File: config.mk
export PLATFORM = sky130hd
export DESIGN_NAME = adc_acq_cal_seq
export DESIGN_NICKNAME = d
export VERILOG_FILES = /design/src/adc_seq_pkg.sv /design/src/adc_acq_cal_seq.sv
export SDC_FILE = /design/constraint.sdc
export NUM_CORES = 1
export LEC_CHECK = 0
export ABC_AREA = 0
export BUFFER_PORTS_ARGS = -buffer_cell sky130_fd_sc_hd__buf_4
export CORE_MARGIN = 5
export CORE_UTILIZATION = 45
export CTS_BUF_LIST = sky130_fd_sc_hd__clkbuf_4 sky130_fd_sc_hd__clkbuf_8
export DETAILED_ROUTE_END_ITERATION = 7
export SETUP_SLACK_MARGIN = 0.2
export SLEW_MARGIN = 10
export SYNTH_ARGS = -nofsm -noshare
export SYNTH_HDL_FRONTEND = slang
export SYNTH_SLANG_ARGS = --single-unit
File: constraint.sdc
create_clock -name core_clk -period 2.7 [get_ports core_clk]
set_input_delay 0.54 -clock core_clk [delete_from_list [all_inputs] [get_ports core_clk]]
set_output_delay 0.54 -clock core_clk [all_outputs]
set_load 0.02 [all_outputs]
File: src/adc_seq_pkg.sv
// constants and types for the converter control sequencer
//
// Behaviour
// The host opens a conversion with chip select and convert request low; the sequence starts on the convert request rising edge.
// With auto-zero enable low an auto-zero cycle of about 26 clocks runs before sampling, and the host holds it low throughout.
// When the acquisition window closes, end-of-conversion goes low as approximation begins.
// After all bits are tested and the result latched, interrupt goes low and end-of-conversion goes high.
// Without auto-zero, for either start method, the next acquisition window opens at the end-of-conversion rising edge.
// The host counts acquisition time only after both result bytes have been read.
// A convert-request start with auto-zero enabled runs auto-zero before opening the acquisition window.
// In the auto-zero method the device times the acquisition window itself at about seven clocks.
// Acquisition must last at least 3.5 us, so with auto-zero the clock may not exceed 2 MHz.
// The host may switch the clock between 1.75 MHz with auto-zero and 3.5 MHz without.
// Calibration runs on its own at power-up and no control input can interrupt it.
// The host starts a fresh calibration once supplies, reference and clock have settled.
// Calibration derives offset, linearity and gain corrections, stores them in internal memory and applies them later;
//       the code only reads the stored words out on corrOut during conversion and leaves result uncorrected.
// With auto-zero tracking drift, one calibration after power-up should suffice.
// Auto-zero is not available with sample-hold starts, which may need repeated calibration.
// In the sample-hold method the hold command is the sample-hold rising edge.
// The sequencer is a state machine idle, auto-zero, acquire, convert, done, with calibration overriding all.
package adc_seq_pkg;

    localparam int AZ_CYCLES   = 26;
    localparam int ACQ_CYCLES  = 7;
    localparam int CONV_BITS   = 13;
    localparam int CAL_CYCLES  = 1399;
    localparam int CORR_WORDS  = 16;
    localparam int CORR_W      = 8;
    localparam int CNT_W       = 11;

    typedef enum logic [5:0] {
        ST_IDLE  = 6'h01,
        ST_AZ    = 6'h02,
        ST_ACQ   = 6'h04,
        ST_CONV  = 6'h08,
        ST_DONE  = 6'h10,
        ST_CAL   = 6'h20
    } seq_state_e;

    // active-low host strobes
    typedef struct packed {
        logic csN;
        logic wrN;
        logic shN;
        logic rdN;
        logic calN;
        logic autozeroEnN;
    } strobes_s;

endpackage

File: src/adc_acq_cal_seq.sv
// acquisition, auto-zero and calibration sequencer of the converter
`timescale 1ns/100ps
module adc_acq_cal_seq #(
    parameter int AZ_LEN   = adc_seq_pkg::AZ_CYCLES,
    parameter int ACQ_LEN  = adc_seq_pkg::ACQ_CYCLES,
    parameter int CAL_LEN  = adc_seq_pkg::CAL_CYCLES
) (
    // clock, reset, enable
    input  wire logic                   core_clk,
    input  wire logic                   sys_rst,
    input  wire logic                   clkEn,
    // host strobes, asynchronous
    input  wire adc_seq_pkg::strobes_s  strobesIn,
    // comparator decision per tested bit
    input  wire logic                   cmpIn,
    // status to host
    output logic                        eoc,
    output logic                        intN,
    output logic                        sampling,
    output logic                        calBusy,
    output logic [adc_seq_pkg::CONV_BITS-1:0] result,
    output logic [adc_seq_pkg::CORR_W-1:0]    corrOut
);
    import adc_seq_pkg::*;

    // parameter ranges the shared counter can serve
    if (AZ_LEN < 1 || ACQ_LEN < 1 || CAL_LEN < CORR_WORDS + 1
        || AZ_LEN >= (1 << CNT_W) || ACQ_LEN >= (1 << CNT_W)
        || CAL_LEN >= (1 << CNT_W)) begin : g_badParams
        $error("adc_acq_cal_seq: bad timing parameters");
    end

    // two-stage synchroniser
    strobes_s syncA_q, syncB_q, prev_q;
    logic     cmpA_q, cmpB_q;
    always_ff @(posedge core_clk or posedge sys_rst) begin
        if (sys_rst) begin
            syncA_q <= '1;
            syncB_q <= '1;
            prev_q  <= '1;
            cmpA_q  <= 1'b0;
            cmpB_q  <= 1'b0;
        end else if (clkEn) begin
            syncA_q <= strobesIn;
            syncB_q <= syncA_q;
            prev_q  <= syncB_q;
            cmpA_q  <= cmpIn;
            cmpB_q  <= cmpA_q;
        end
    end

    // rising edge of a synchronised strobe
    function automatic logic riseOf(input logic cur, input logic old);
        return cur & ~old;
    endfunction

    logic wrRise, shRise, shFall, calRise;
    always_comb begin
        wrRise  = ~syncB_q.csN & riseOf(syncB_q.wrN, prev_q.wrN);
        shRise  = ~syncB_q.csN & riseOf(syncB_q.shN, prev_q.shN);
        shFall  = ~syncB_q.csN & riseOf(prev_q.shN, syncB_q.shN);
        calRise = riseOf(syncB_q.calN, prev_q.calN);
    end

    // sequencer state
    seq_state_e               state_q, state_d;
    logic [CNT_W-1:0]         cnt_q, cnt_d;
    logic                     eoc_q, eoc_d;
    logic                     intN_q, intN_d;
    logic                     samp_q, samp_d;
    logic                     shMode_q, shMode_d;
    logic [CONV_BITS-1:0]     sar_q, sar_d;
    logic [CONV_BITS-1:0]     res_q, res_d;
    logic [CORR_W-1:0]        corrRam [CORR_WORDS];
    logic                     corrWe;
    logic [$clog2(CORR_WORDS)-1:0] corrIdx;
    logic [CORR_W-1:0]        corrAcc_q, corrAcc_d;
    logic [CORR_W-1:0]        corrRd_q;
    logic                     calBusy_q, calBusy_d;

    always_comb begin
        state_d  = state_q;
        cnt_d    = cnt_q;
        eoc_d    = eoc_q;
        intN_d   = intN_q;
        samp_d   = samp_q;
        shMode_d = shMode_q;
        sar_d    = sar_q;
        res_d    = res_q;
        corrAcc_d = corrAcc_q;
        corrWe   = 1'b0;
        corrIdx  = cnt_q[$clog2(CORR_WORDS)-1:0];
        if (state_q == ST_CAL) begin
            // no control input is looked at while calibrating
            cnt_d     = cnt_q + 1'b1;
            corrAcc_d = {corrAcc_q[CORR_W-2:0], cmpB_q};
            if (cnt_q < CNT_W'(CORR_WORDS))
                corrWe = 1'b1;
            if (cnt_q == CNT_W'(CAL_LEN - 1)) begin
                state_d = ST_IDLE;
                eoc_d   = 1'b1;
            end
        end else if (calRise) begin
            state_d = ST_CAL;
            cnt_d   = '0;
            samp_d  = 1'b0;
            intN_d  = 1'b1;
        end else if (wrRise) begin
            cnt_d    = '0;
            intN_d   = 1'b1;
            shMode_d = 1'b0;
            if (~syncB_q.autozeroEnN) begin
                state_d = ST_AZ;
                samp_d  = 1'b0;
            end else begin
                state_d = ST_CONV;
                samp_d  = 1'b0;
                eoc_d   = 1'b0;
                sar_d   = '0;
            end
        end else if (shFall && state_q != ST_CONV) begin
            state_d  = ST_ACQ;
            shMode_d = 1'b1;
            samp_d   = 1'b1;
            intN_d   = 1'b1;
        end else begin
            case (state_q)
                ST_IDLE: begin
                end
                ST_AZ: begin
                    cnt_d = cnt_q + 1'b1;
                    if (cnt_q == CNT_W'(AZ_LEN - 1)) begin
                        state_d = ST_ACQ;
                        cnt_d   = '0;
                        samp_d  = 1'b1;
                    end
                end
                ST_ACQ: begin
                    cnt_d = cnt_q + 1'b1;
                    if ((shMode_q && shRise) || (!shMode_q
                        && cnt_q == CNT_W'(ACQ_LEN - 1))) begin
                        state_d = ST_CONV;
                        cnt_d   = '0;
                        samp_d  = 1'b0;
                        eoc_d   = 1'b0;
                        sar_d   = '0;
                    end
                end
                ST_CONV: begin
                    cnt_d = cnt_q + 1'b1;
                    // sign decision first, one bit a clock
                    sar_d[CONV_BITS-1-cnt_q] = cmpB_q;
                    if (cnt_q == CNT_W'(CONV_BITS - 1)) begin
                        state_d = ST_DONE;
                        res_d   = sar_d;
                        res_d[CONV_BITS-1-cnt_q] = cmpB_q;
                    end
                end
                ST_DONE: begin
                    intN_d  = 1'b0;
                    eoc_d   = 1'b1;
                    state_d = ST_IDLE;
                    // without auto-zero the next window opens with eoc rising
                    samp_d  = syncB_q.autozeroEnN;
                end
                default: state_d = ST_IDLE;
            endcase
        end
        // busy flag leaves a flop, in step with the state
        calBusy_d = (state_d == ST_CAL);
    end

    always_ff @(posedge core_clk or posedge sys_rst) begin
        if (sys_rst) begin
            state_q   <= ST_CAL;
            cnt_q     <= '0;
            eoc_q     <= 1'b0;
            intN_q    <= 1'b1;
            samp_q    <= 1'b0;
            shMode_q  <= 1'b0;
            sar_q     <= '0;
            res_q     <= '0;
            corrAcc_q <= '0;
            calBusy_q <= 1'b1;
        end else if (clkEn) begin
            state_q   <= state_d;
            cnt_q     <= cnt_d;
            eoc_q     <= eoc_d;
            intN_q    <= intN_d;
            samp_q    <= samp_d;
            shMode_q  <= shMode_d;
            sar_q     <= sar_d;
            res_q     <= res_d;
            corrAcc_q <= corrAcc_d;
            calBusy_q <= calBusy_d;
        end
    end

    // correction memory, read every conversion bit
    always_ff @(posedge core_clk) begin
        if (clkEn && corrWe)
            corrRam[corrIdx] <= corrAcc_q;
    end

    always_ff @(posedge core_clk or posedge sys_rst) begin
        if (sys_rst)
            corrRd_q <= '0;
        else if (clkEn && state_q == ST_CONV)
            corrRd_q <= corrRam[corrIdx];
    end

    always_comb begin
        eoc      = eoc_q;
        intN     = intN_q;
        sampling = samp_q;
        calBusy  = calBusy_q;
        result   = res_q;
        corrOut  = corrRd_q;
    end

endmodule // adc_acq_cal_seq

Yosys cells after proc, flatten, opt, wreduce, memory -nomap -nowiden. Memory sizes are Yosys's and may differ from the RTL's. A register that Yosys moved wholly into a read port is not among the register bits. Cells that the tools add are included.

Register bits after elaboration: 71. Bits in writable memories: 128. Output and inout port bits: 25. Word-level logic and storage cells: 141. Memories kept: 1.

Memories: corrRam (depth 16, width 8, read ports 1, clocked after Yosys merged registers in 1, write ports 1, line adc_acq_cal_seq.sv:74) `logic [CORR_W-1:0] corrRam [CORR_WORDS];`.

$add $sub $neg: 2. Order comparisons: 3. Equality and inequality tests: 23. Mux-type cells: 49. Bitwise operators: 16. Reductions and logical operators: 22.

Operators by type and width (count): 2-to-1 mux 11 bit (6); 2-to-1 mux 13 bit (4); 2-to-1 mux 6 bit (8); one-hot mux 11 bit (3 select lines) (1); >= comparator 32 x 1 -> 1 bit, second input constant (1); < comparator 32 x 5 -> 1 bit, second input constant (1); bitwise mux 13 bit (2); one-hot mux 13 bit (2 select lines) (1); one-hot mux 6 bit (4 select lines) (1); 2-to-1 mux 1 bit (22); AND reduction 7 bit (3); equality test 6 bit, second input constant (2); nonzero test 6 bit (2); subtractor 4 x 11 -> 12 bit, first input constant (1); adder 11 x 1 -> 11 bit, second input constant (1); equality test 11 bit, second input constant (1); equality test 11 x 3 -> 1 bit, second input constant (1); equality test 11 x 4 -> 1 bit, second input constant (1); equality test 11 x 5 -> 1 bit, second input constant (1); < comparator 11 x 5 -> 1 bit, second input constant (1); != test 5 bit, second input constant (2); inverter 1 bit (9); != test 4 bit, second input constant (2); nonzero test 4 bit (2); 24 further kinds (39).

Depth between registers and ports, before layout. Gate-level depths: netlist of run 1.

Word-level depth: 12. Gate-level depth with buffers: 11. Depth with buffers taken out: 7.

Worst setup path after synthesis of run 1. Ideal clock, no wire load.

Path kind: register to register. From: register cnt_q[1]. To: register sar_q[5]. Library setup time: 124 ps. Data arrival time: 2599 ps. Required time: 2576 ps. Setup slack: -23 ps. Stages on the path, launching flop included: 11. Path buffers: 3. Path through: dfrtp_1 -> buf_2 -> buf_1 -> inv_1 -> ha_1 -> clkbuf_1 -> or3b_2 -> o22ai_1 -> nand3_1 -> and3_1 -> a211o_1.

Longest elaborated chain between the ends: 9. Elaborated cells on any way between the ends: 15. Those cells by class: add/sub: 1; order compare: 2; eq/ne: 2; mux: 6; reduce/logical: 4.

Ends and longest elaborated chain: start: declaration (line adc_acq_cal_seq.sv:67) `logic [CNT_W-1:0] cnt_q, cnt_d;`; start signal: assignment (line adc_acq_cal_seq.sv:187) `cnt_q <= cnt_d;`; subtractor 4 x 11 -> 12 bit (line adc_acq_cal_seq.sv:152) `sar_d[CONV_BITS-1-cnt_q] = cmpB_q;`; >= comparator 32 x 1 -> 1 bit (not written as such) or < comparator 32 x 5 -> 1 bit (tied branches) (line adc_acq_cal_seq.sv:152); logical AND 1 bit (not written as such) (line adc_acq_cal_seq.sv:152); 2-to-1 mux 1 bit (not written as such) (line adc_acq_cal_seq.sv:152); demux 1 bit (select 4 bit) (line adc_acq_cal_seq.sv:152); bitwise mux 13 bit (line adc_acq_cal_seq.sv:152); one-hot mux 13 bit (2 select lines) (line adc_acq_cal_seq.sv:127) `case (state_q)`; 2-to-1 mux 13 bit (line adc_acq_cal_seq.sv:121) `end else if (shFall && state_q != ST_CONV) begin`; 2-to-1 mux 13 bit (line adc_acq_cal_seq.sv:108) `end else if (wrRise) begin`; end signal: assignment (line adc_acq_cal_seq.sv:192) `sar_q <= sar_d;`; end: declaration (line adc_acq_cal_seq.sv:72) `logic [CONV_BITS-1:0] sar_q, sar_d;`.

Parallel ways exist; a longest one is shown, timed or not. The select of a mux whose other input is x is not followed. A chain may end at the register's enable or synchronous reset.

Worst setup path after layout of run 1.
From: register cnt_q[7]. To: memory corrRam[12][6], enable pin.

Longest elaborated chain between the ends: 6.

Ends and longest elaborated chain: < comparator 11 x 5 -> 1 bit (line adc_acq_cal_seq.sv:97) `if (cnt_q < CNT_W'(CORR_WORDS))`; 2-to-1 mux 1 bit (line adc_acq_cal_seq.sv:97); 2-to-1 mux 1 bit (line adc_acq_cal_seq.sv:93) `if (state_q == ST_CAL) begin`; logical AND 1 bit (line adc_acq_cal_seq.sv:201) `if (clkEn && corrWe)`; 2-to-1 mux 1 bit (line adc_acq_cal_seq.sv:201); 2-to-1 mux 1 bit (not written as such) (line adc_acq_cal_seq.sv:202) `corrRam[corrIdx] <= corrAcc_q;`; end: declaration (line adc_acq_cal_seq.sv:74).

Every way passes these cells.

==> flow_summary.ini, run 1 <==
[outcome]
outcome = finished, final reports clean

[floorplan]
core_area_um2 = 20100
fp.dieW_um = 152.6
io_pins = 35
floorplan.initialDensity = 0.4552
rows = 52
dieArea_um2 = 23290
die-height_um = 152.6

[routing]
first_iter_violations = 358
drc = 0
routed-via-count = 5756
via_per_inst = 5.671
routedWlPerCell_um = 19.82
wirelength_um = 20120
first_pass_iters = 5
final_antenna_net_count = 0

[pwr]
internal_power_mw = 6.412
power_frac_comb = 0.238
p_seq_frac = 0.450
switching_power_mw = 2.914
powerDensity_nw_per_um2 = 872.9
swShare = 0.3125
power_mw = 9.326
peakVddDrop_mv = 0.6432
power_leakage_nw = 4.153
pwr-share-clk = 0.312

[setup_path]
critPathMaxFanout = 8
cpMaxStageDelayCell = or4_1
cp.arrival_ns = 2.61
reg2reg_depth = 5
cp_num_buf_inv = 1
path_cells = or4_1 -> nor3_2 -> nand2_1 -> nor2_1 -> buf_4
worstSetupEndpointType = flop
required_ns = 2.92
path_class = flop to flop
timing.rr.end = corrRam[12][6]$_DFFE_PP_
cpPeakStageDelay_ns = 0.73
crit_family = simple AND/OR/NAND/NOR gates
ff2ff_setup_slack_ns = 0.31
cp-startpoint = cnt_q[7]$_DFFE_PP0P_
path_depth = 5
critPathCapture = corrRam[12][6]$_DFFE_PP_
r2r-start = cnt_q[7]$_DFFE_PP0P_
startpoint_type = flop

[sta]
hold_violations = 0
tightestPinTransition_ns = 0.6682
maxSlewViolCount = 0
setup_violations = 0
fin_crit_ns = 2.392
min_period_over_period = 0.8860
finClkSkew_ns = 0.01996
clock.fmax_mhz = 418.0
finalSetupTns_ns = 0
relSlewSlack = 0.5536
rsz0062_at_grt = yes

[grt]
antenna_found_initial = 0
grt_max_degree = 49
grt_pass1_vias = 5866
grt_pass1_wl_um = 31930
grt.total_usage = 0.1707
grt_overflow = 0

[yosys]
ys_ff_latch = 207
synth_edf_count = 128
avgSynthCellArea_um2 = 14.21
syn-num-nets = 659
synth-main-ff-cell = edfxtp_1
synth_area_um2 = 9151
yosys_warnings = 0
synthCells = 644
synth_cell_types = 61
yosysSeqAreaShare = 0.6382
async_flop_share = 0.3816

[cells_and_area]
drive_above_1_share = 0.3101
diodes = 0
regArea_um2 = 5843
fill_cells = 1734
syn2layout_area_growth_pct = 16.75
multi_input_area_um2 = 3142
nets = 734

[clock_network]
clock_sinks = 207
clock_path_buffers = 3
clock_latency_ns = 0.53
cts-hold-fix-buffers = 0
htree_levels = 2
cts_tree = yes
path_clk_slew_ns = 0.06
cts_root_buffer = clkbuf_8
cts_buffers = 36

[place]
dp.final_hpwl_um = 13470
portBuffers = 33
routabilityCongestion = 0.8862

[min_path]
min_path_type = input port to asynchronous set/reset pin

[job]
drv_cap = 0
## what timing repair did
action                                  in CTS  in global routing
endpoints found under the setup margin     124                137
pin swaps                                    0                  2
buffers inserted                             0                  2
gates resized for setup                      2                  8
gates cloned                                 0                  0
## power by group through the flow
stage          Combinational [mW]  Clock, mW  Sequential [mW]
2_1_floorplan                1.59          0             4.13
3_3_place_gp                 2.16          0             4.25
3_5_place_dp                 2.19          0             4.27
4_1_cts                      2.20       2.99             4.21
5_1_grt                      2.40       3.16             4.25
6_report                     2.22       2.91             4.20
## placed cells by master, fill, tap and decap left out, drive strengths merged, types with 10 or more instances in the layout
master and n:
dfrtp 63, clkinv 13, clkbuf 48, dfstp 16, edfxtp 128, inv 12, nand3 25, and3 11
mux2 27, a21oi 18, mux2i 29, mux4 24, a21o 10, a211oi 13, nand2 34, o22ai 10
a211o 10, buf 73, nor2 38, o21ai 35
## registers in the layout (all words and copies together), names as in the netlist
name and cells:
corrRam 128, result 13, sar_q 13, cnt_q 11, corrAcc_q 8, corrOut 8, state_q 6, syncA_q 5
syncB_q 5, prev_q 3, calBusy 1, cmpA_q 1, cmpB_q 1, eoc 1, intN 1, sampling 1
shMode_q 1
## per-stage QoR
step                        util  cells  cell area (um2)  hold slack [ns]  setup WS (ns)
after global routing      0.5314   1015            10680           0.1470         0.1532
after floorplan                -    644             9178           0.4728         0.2114
after CTS                 0.5290   1013            10640           0.1108         0.2439
after detailed placement  0.4918    949             9887           0.4719         0.1243
after global placement    0.4918    949             9887           0.4639         0.1703
final                     0.5314   1015            10680           0.1069         0.3077
## cell usage after synthesis (all sizes together) (11+ instances only)
library cell / number / share of area
dfrtp: 63 / 0.17
a21oi: 18 / 0.0098
nand3: 25 / 0.014
mux2: 27 / 0.033
edfxtp: 128 / 0.42
dfstp: 16 / 0.046
mux4: 24 / 0.059
and3: 11 / 0.0075
o21ai: 35 / 0.022
mux2i: 29 / 0.032
inv: 11 / 0.0045
nand2: 34 / 0.014
clkbuf: 15 / 0.0062
a211oi: 13 / 0.011
buf: 21 / 0.013
nor2: 38 / 0.016
## worst register-to-register path: stages (launching register included)
cell and delay [ns]:
dfrtp_1 0.44, or4_1 0.73, nor3_2 0.36, nand2_1 0.20
nor2_1 0.15, buf_4 0.20
## metal layers
| layer | vias to the layer above | GRT usage | part of all wire | wire [um] |
|---|---|---|---|---|
| li1 | 2666 | - | - | - |
| met1 | 2922 | 0.2175 | 0.42 | 8363 |
| met2 | 131 | 0.2913 | 0.51 | 10350 |
| met3 | 37 | 0.03664 | 0.045 | 906 |
| met4 | 0 | 0.05812 | 0.024 | 490 |
| met5 | - | 0 | 0 | 0 |
## kinds of logic (layout without fill, tap and decap cells)
logic type	after synthesis	count (layout)	synth area share
AND/OR/NAND/NOR	171	171	0.1062
multiplexers	80	80	0.1240
flip-flops	207	207	0.6382
buffers and inverters	48	149	0.02393
adder cells (fa/ha/maj)	5	5	0.006836
AO/OA/AOI/OAI	131	131	0.09885
XOR/XNOR	2	2	0.001914
## worst min-delay path by stage
stage | end | slack (ns) | cells past startpoint | startpoint
floorplan | sar_q[1]$_DFFE_PP0P_ | 0.47 | 1 | sar_q[1]$_DFFE_PP0P_
global placement | result[12]$_DFFE_PP0P_ | 0.46 | 2 | result[12]$_DFFE_PP0P_
detailed placement | corrOut[3]$_DFFE_PP0P_ | 0.47 | 1 | corrOut[3]$_DFFE_PP0P_
CTS | sar_q[10]$_DFFE_PP0P_ | 0.11 | 2 | sys_rst
global route | sar_q[10]$_DFFE_PP0P_ | 0.15 | 2 | sys_rst
finish | sar_q[10]$_DFFE_PP0P_ | 0.11 | 2 | sys_rst
## final cells by class
class,count,share of cell area
clock buffer,48,0.05656
inverter,12,0.004567
timing repair buffer,73,0.05364
multi-input combinational,389,0.2941
sequential,207,0.5469
tap,270,0.03162
clock inverter,16,0.01265
(Power assumes the default switching activity.)
==> run 2, diff against run 1 <==
--- a/config.mk
+++ b/config.mk
@@ -7,7 +7,6 @@
 export LEC_CHECK = 0
 export ABC_AREA = 0
 export BUFFER_PORTS_ARGS = -buffer_cell sky130_fd_sc_hd__buf_4
-export CORE_MARGIN = 5
 export CORE_UTILIZATION = 45
 export CTS_BUF_LIST = sky130_fd_sc_hd__clkbuf_4 sky130_fd_sc_hd__clkbuf_8
 export DETAILED_ROUTE_END_ITERATION = 7
==> run 2 against run 1 <==
Effect of this change: maximum frequency up 1.2%; clock skew up 0.0092 ns; sequential share of layout area up 0.15 points; first-iteration DRC count up 13%; critical endpoint is now sampling$_DFFE_PP0P_.
==> flow_summary.ini, run 2 (synthesis gave the netlist of run 1 again) <==
[outcome]
outcome = finished, final reports clean

[routing]
routed-wl-met2_um = 10290
routedWlPerCell_um = 19.92
via_per_inst = 5.781
final_antenna_net_count = 0
drt-met1-wl_um = 8527
routed-via-count = 5839
routed-wl-met3_um = 856
first_iter_violations = 406
first_pass_iters = 5
highest_layer = met4
drc = 0
wirelength_um = 20120

[clock_network]
clock_sinks = 207
path_clk_slew_ns = 0.06
htree_levels = 2
cts_root_buffer = clkbuf_8
cts-hold-fix-buffers = 0
clock_path_buffers = 3
cts_buffers = 35
cts_tree = yes
clock_latency_ns = 0.53

[cells_and_area]
syn2layout_area_growth_pct = 16.43
nets = 734
largest_reg_flops = 128
fill_cells = 1625
regArea_um2 = 5843
regMostFlops = corrRam
multi_input_area_um2 = 3132
diodes = 0
final_common_cell = edfxtp_1
layout_common_cells = edfxtp_1, buf_4, dfrtp_1, clkbuf_8, nor2_1
drive_above_1_share = 0.3181

[setup_path]
cpPeakStageDelay_ns = 0.62
crit_top_cell = a21oi_1
path_class = flop to flop
path_cells = or4_4 -> o21ai_0 -> a21oi_1 -> a21oi_1 -> mux2_2
crit_family = compound AO/OA/AOI/OAI gates
worstSetupEndpointType = flop
critPathMaxFanout = 11
cp_num_buf_inv = 0
cpMaxStageDelayCell = or4_4
startpoint_type = flop
required_ns = 3.11
cp.arrival_ns = 2.77

[floorplan]
core_area_um2 = 19720
rows = 51
die-height_um = 144.6
fp.dieW_um = 144.6
dieArea_um2 = 20910
floorplan.initialDensity = 0.4641
io_pins = 35

[grt]
grt_max_degree = 49
antenna_found_initial = 0
grt.total_usage = 0.2017
grt_overflow = 0
grt_pass1_wl_um = 31530
grt_pass1_vias = 5869

[sta]
relSlewSlack = 0.6063
finalSetupTns_ns = 0
min_period_over_period = 0.8756
fin_crit_ns = 2.364
tightestPinTransition_ns = 0.5905
clock.fmax_mhz = 423.0
setup_violations = 0
rsz0062_at_grt = no
maxSlewViolCount = 0
hold_violations = 0
holdWs_ns = 0.08935
finClkSkew_ns = 0.02921

[place]
routabilityCongestion = 0.8893
portBuffers = 33
dp.final_hpwl_um = 13360

[min_path]
min_path_type = input port to asynchronous set/reset pin

[pwr]
peakVddDrop_mv = 0.4763
power_leakage_nw = 4.147
powerDensity_nw_per_um2 = 868.8

[job]
drv_cap = 0
[run 2: area by class of cell]
type / count / area share
multi-input combinational: 389 / 0.2939
tap: 265 / 0.03112
sequential: 207 / 0.5484
clock buffer: 58 / 0.06376
inverter: 12 / 0.004580
clock inverter: 5 / 0.003758
timing repair buffer: 74 / 0.05449
[run 2: power by group]
group	total (mW)	switching, mW	internal [mW]
logic	2.21	1.25	0.957
registers	4.21	0.413	3.80
clock network	2.83	1.23	1.60
[run 2: worst paths after layout]
check	start	endpoint	slack [ns]	depth (start not counted)
max	state_q[1]$_DFFE_PP0P_	sampling$_DFFE_PP0P_	0.34	5
min	sys_rst	state_q[3]$_DFFE_PP0P_	0.09	3
max reg2reg	state_q[1]$_DFFE_PP0P_	sampling$_DFFE_PP0P_	0.34	5
min reg2reg	result[12]$_DFFE_PP0P_	result[12]$_DFFE_PP0P_	0.48	2
max in group asynchronous	sys_rst	corrAcc_q[1]$_DFFE_PP0P_	2.17	3
min in group core_clk	strobesIn[3]	syncA_q[3]$_DFFE_PP1P_	0.25	2
[run 2: worst min-delay path, delay by kind of cell]
kind | cells | cell delay [ns]
buffers and inverters | 3 | 0.43
[run 2: layer usage]
layer,vias to the layer above,GRT usage
met3,40,0.03278
met4,0,0.06925
met5,-,0
met1,2969,0.2509
met2,160,0.3555
li1,2670,-
[run 2: timing repair]
item / 4_1_cts / 5_1_grt
buffers inserted: 0 / 2
endpoints found under the setup margin: 129 / 89
pin swaps: 0 / 1
resized for setup: 3 / 6
[run 2: metrics by stage]
stage                     worst slack [ns]  power (mW)  utilization  cells  instance area (um2)
final                               0.3358       9.257       0.5404   1010                10660
after detailed placement            0.1160       6.471       0.5015    945                 9888
after floorplan                     0.2114       5.719            -    644                 9178
after global routing                0.2010       9.693       0.5404   1010                10660
after global placement              0.1647       6.405       0.5015    945                 9888
after CTS                           0.2461       9.318       0.5385   1008                10620
==> run 3, diff against run 2 <==
--- a/config.mk
+++ b/config.mk
@@ -6,10 +6,12 @@
 export NUM_CORES = 1
 export LEC_CHECK = 0
 export ABC_AREA = 0
-export BUFFER_PORTS_ARGS = -buffer_cell sky130_fd_sc_hd__buf_4
 export CORE_UTILIZATION = 45
 export CTS_BUF_LIST = sky130_fd_sc_hd__clkbuf_4 sky130_fd_sc_hd__clkbuf_8
+export CTS_CLUSTER_SIZE = 10
 export DETAILED_ROUTE_END_ITERATION = 7
+export DONT_BUFFER_PORTS = 1
+export RECOVER_POWER = 100
 export SETUP_SLACK_MARGIN = 0.2
 export SLEW_MARGIN = 10
 export SYNTH_ARGS = -nofsm -noshare
==> run 3 against run 2 <==
Effect of this change: die area did not move; maximum frequency fell by 4.7%; combinational power shrank 7%.
==> flow_summary.ini, run 3 (synthesis gave the netlist of run 1 again) <==
[outcome]
outcome = finished, final reports clean

[pwr]
peakVddDrop_mv = 0.4728
powerDensity_nw_per_um2 = 893.8
swShare = 0.3083
power_leakage_nw = 3.986
p_seq_frac = 0.457
pwr-share-clk = 0.323
switching_power_mw = 2.872
power_frac_comb = 0.220
internal_power_mw = 6.442

[sta]
finClkSkew_ns = 0.01548
tightestPinTransition_ns = 1.373
hold_violations = 0
finalSetupTns_ns = 0
relSlewSlack = 0.07993
rsz0062_at_grt = yes
fin_crit_ns = 2.482
clock.fmax_mhz = 402.9
setup_violations = 0
min_period_over_period = 0.9192
maxSlewViolCount = 0

[routing]
via_per_inst = 5.696
first_iter_violations = 385
final_antenna_net_count = 0
routedWlPerCell_um = 20.04
drc = 0
wirelength_um = 19700
first_pass_iters = 5
routed-via-count = 5599

[cells_and_area]
final_common_cell = edfxtp_1
design_area_um2 = 10420
drive_above_1_share = 0.2549
syn2layout_area_growth_pct = 13.86
nets = 705
fill_cells = 1669
diodes = 0
regArea_um2 = 5842
multi_input_area_um2 = 3095
regMostFlops = corrRam
largest_reg_flops = 128
layout_common_cells = edfxtp_1, dfrtp_1, clkbuf_8, nor2_1, nand2_1

[place]
dp.final_hpwl_um = 12950
routabilityCongestion = 0.8568
portBuffers = 0
dpl_cell_area_um2 = 9656

[setup_path]
required_ns = 3.10
worstSetupEndpointType = flop
path_class = flop to flop
startpoint_type = flop
critPathMaxFanout = 8
cp.arrival_ns = 2.88

[clock_network]
clock_latency_ns = 0.53
path_clk_slew_ns = 0.05
cts_tree = yes
clock_path_buffers = 3
cts_root_buffer = clkbuf_8
clock_sinks = 207
cts_buffers = 36
htree_levels = 2

[min_path]
min_path_type = input port to flop

[grt]
grt_overflow = 0
grt_pass1_wl_um = 31370
grt_pass1_vias = 5850
antenna_found_initial = 0
grt.total_usage = 0.1999
grt_max_degree = 51

[floorplan]
core_area_um2 = 19720
floorplan.initialDensity = 0.4641
dieArea_um2 = 20910
rows = 51
die-height_um = 144.6
fp.dieW_um = 144.6
io_pins = 35

[job]
drv_cap = 0
## run 3: cell count changes in the layout (fill, tap and decap cells not counted), moves of 5 or more
cell	change
clkbuf_2	+6
dfstp_2	-8
buf_4	-40
clkbuf_8	+5
dfstp_1	+8
## run 3: final cells by class
class | instances | share of cell area
multi-input cells | 389 | 0.2971
repair buffers | 44 | 0.03062
clock buffers | 58 | 0.06820
clock inverters | 8 | 0.007205
flip-flops and latches | 207 | 0.5606
inverters | 12 | 0.004443
well taps | 265 | 0.03182
## run 3: path summary, 6_finish.rpt
kind,start,end,slack [ns],cells past startpoint
min reg2reg,sar_q[5]$_DFFE_PP0P_,sar_q[5]$_DFFE_PP0P_,0.51,1
max,state_q[0]$_DFFE_PP0P_,sampling$_DFFE_PP0P_,0.22,5
min in group asynchronous,sys_rst,result[1]$_DFFE_PP0P_,0.76,2
min,clkEn,state_q[0]$_DFFE_PP0P_,0.12,1
max in group asynchronous,sys_rst,cnt_q[0]$_DFFE_PP0P_,0.55,3
max reg2reg,state_q[0]$_DFFE_PP0P_,sampling$_DFFE_PP0P_,0.22,5
## run 3: metrics by stage
stage	cells	setup WS [ns]	utilization	power, mW	hold slack [ns]
after floorplan	644	0.2114	-	5.719	0.4728
after global placement	914	0.1221	0.4897	6.338	0.4852
after detailed placement	914	0.1133	0.4897	6.379	0.5000
after CTS	981	0.2306	0.5304	9.440	0.08334
after global routing	983	0.1017	0.5285	9.783	0.09467
final	983	0.2181	0.5285	9.314	0.1161
## run 3: what timing repair did
item / in CTS / in global routing
cloned: 0 / 0
hold endpoints to repair: 29 / 0
pin swaps: 0 / 2
hold buffers: 1 / 0
buffers inserted: 0 / 2
endpoints found under the setup margin: 93 / 145
resized for setup: 2 / 3
## run 3: worst max-delay path, stage by stage, from the launching register on
cell     delay [ns]
dfrtp_1        0.49
or4_1          0.67
o21ai_0        0.47
a21oi_1        0.18
a21oi_1        0.20
mux2_2         0.35
## run 3: routing by layer
metal,up-vias,GRT usage,share of wire
met3,36,0.04238,0.048
met5,-,0,0
met2,141,0.3492,0.51
li1,2610,-,-
met1,2812,0.2457,0.43
met4,0,0.06593,0.019
## run 3: power by group through the flow
stage | Sequential (mW) | Combinational [mW] | Clock [mW]
after global placement | 4.31 | 2.03 | 0
final | 4.26 | 2.05 | 3.00
after global routing | 4.32 | 2.23 | 3.24
after floorplan | 4.13 | 1.59 | 0
after CTS | 4.28 | 2.06 | 3.10
after detailed placement | 4.33 | 2.05 | 0
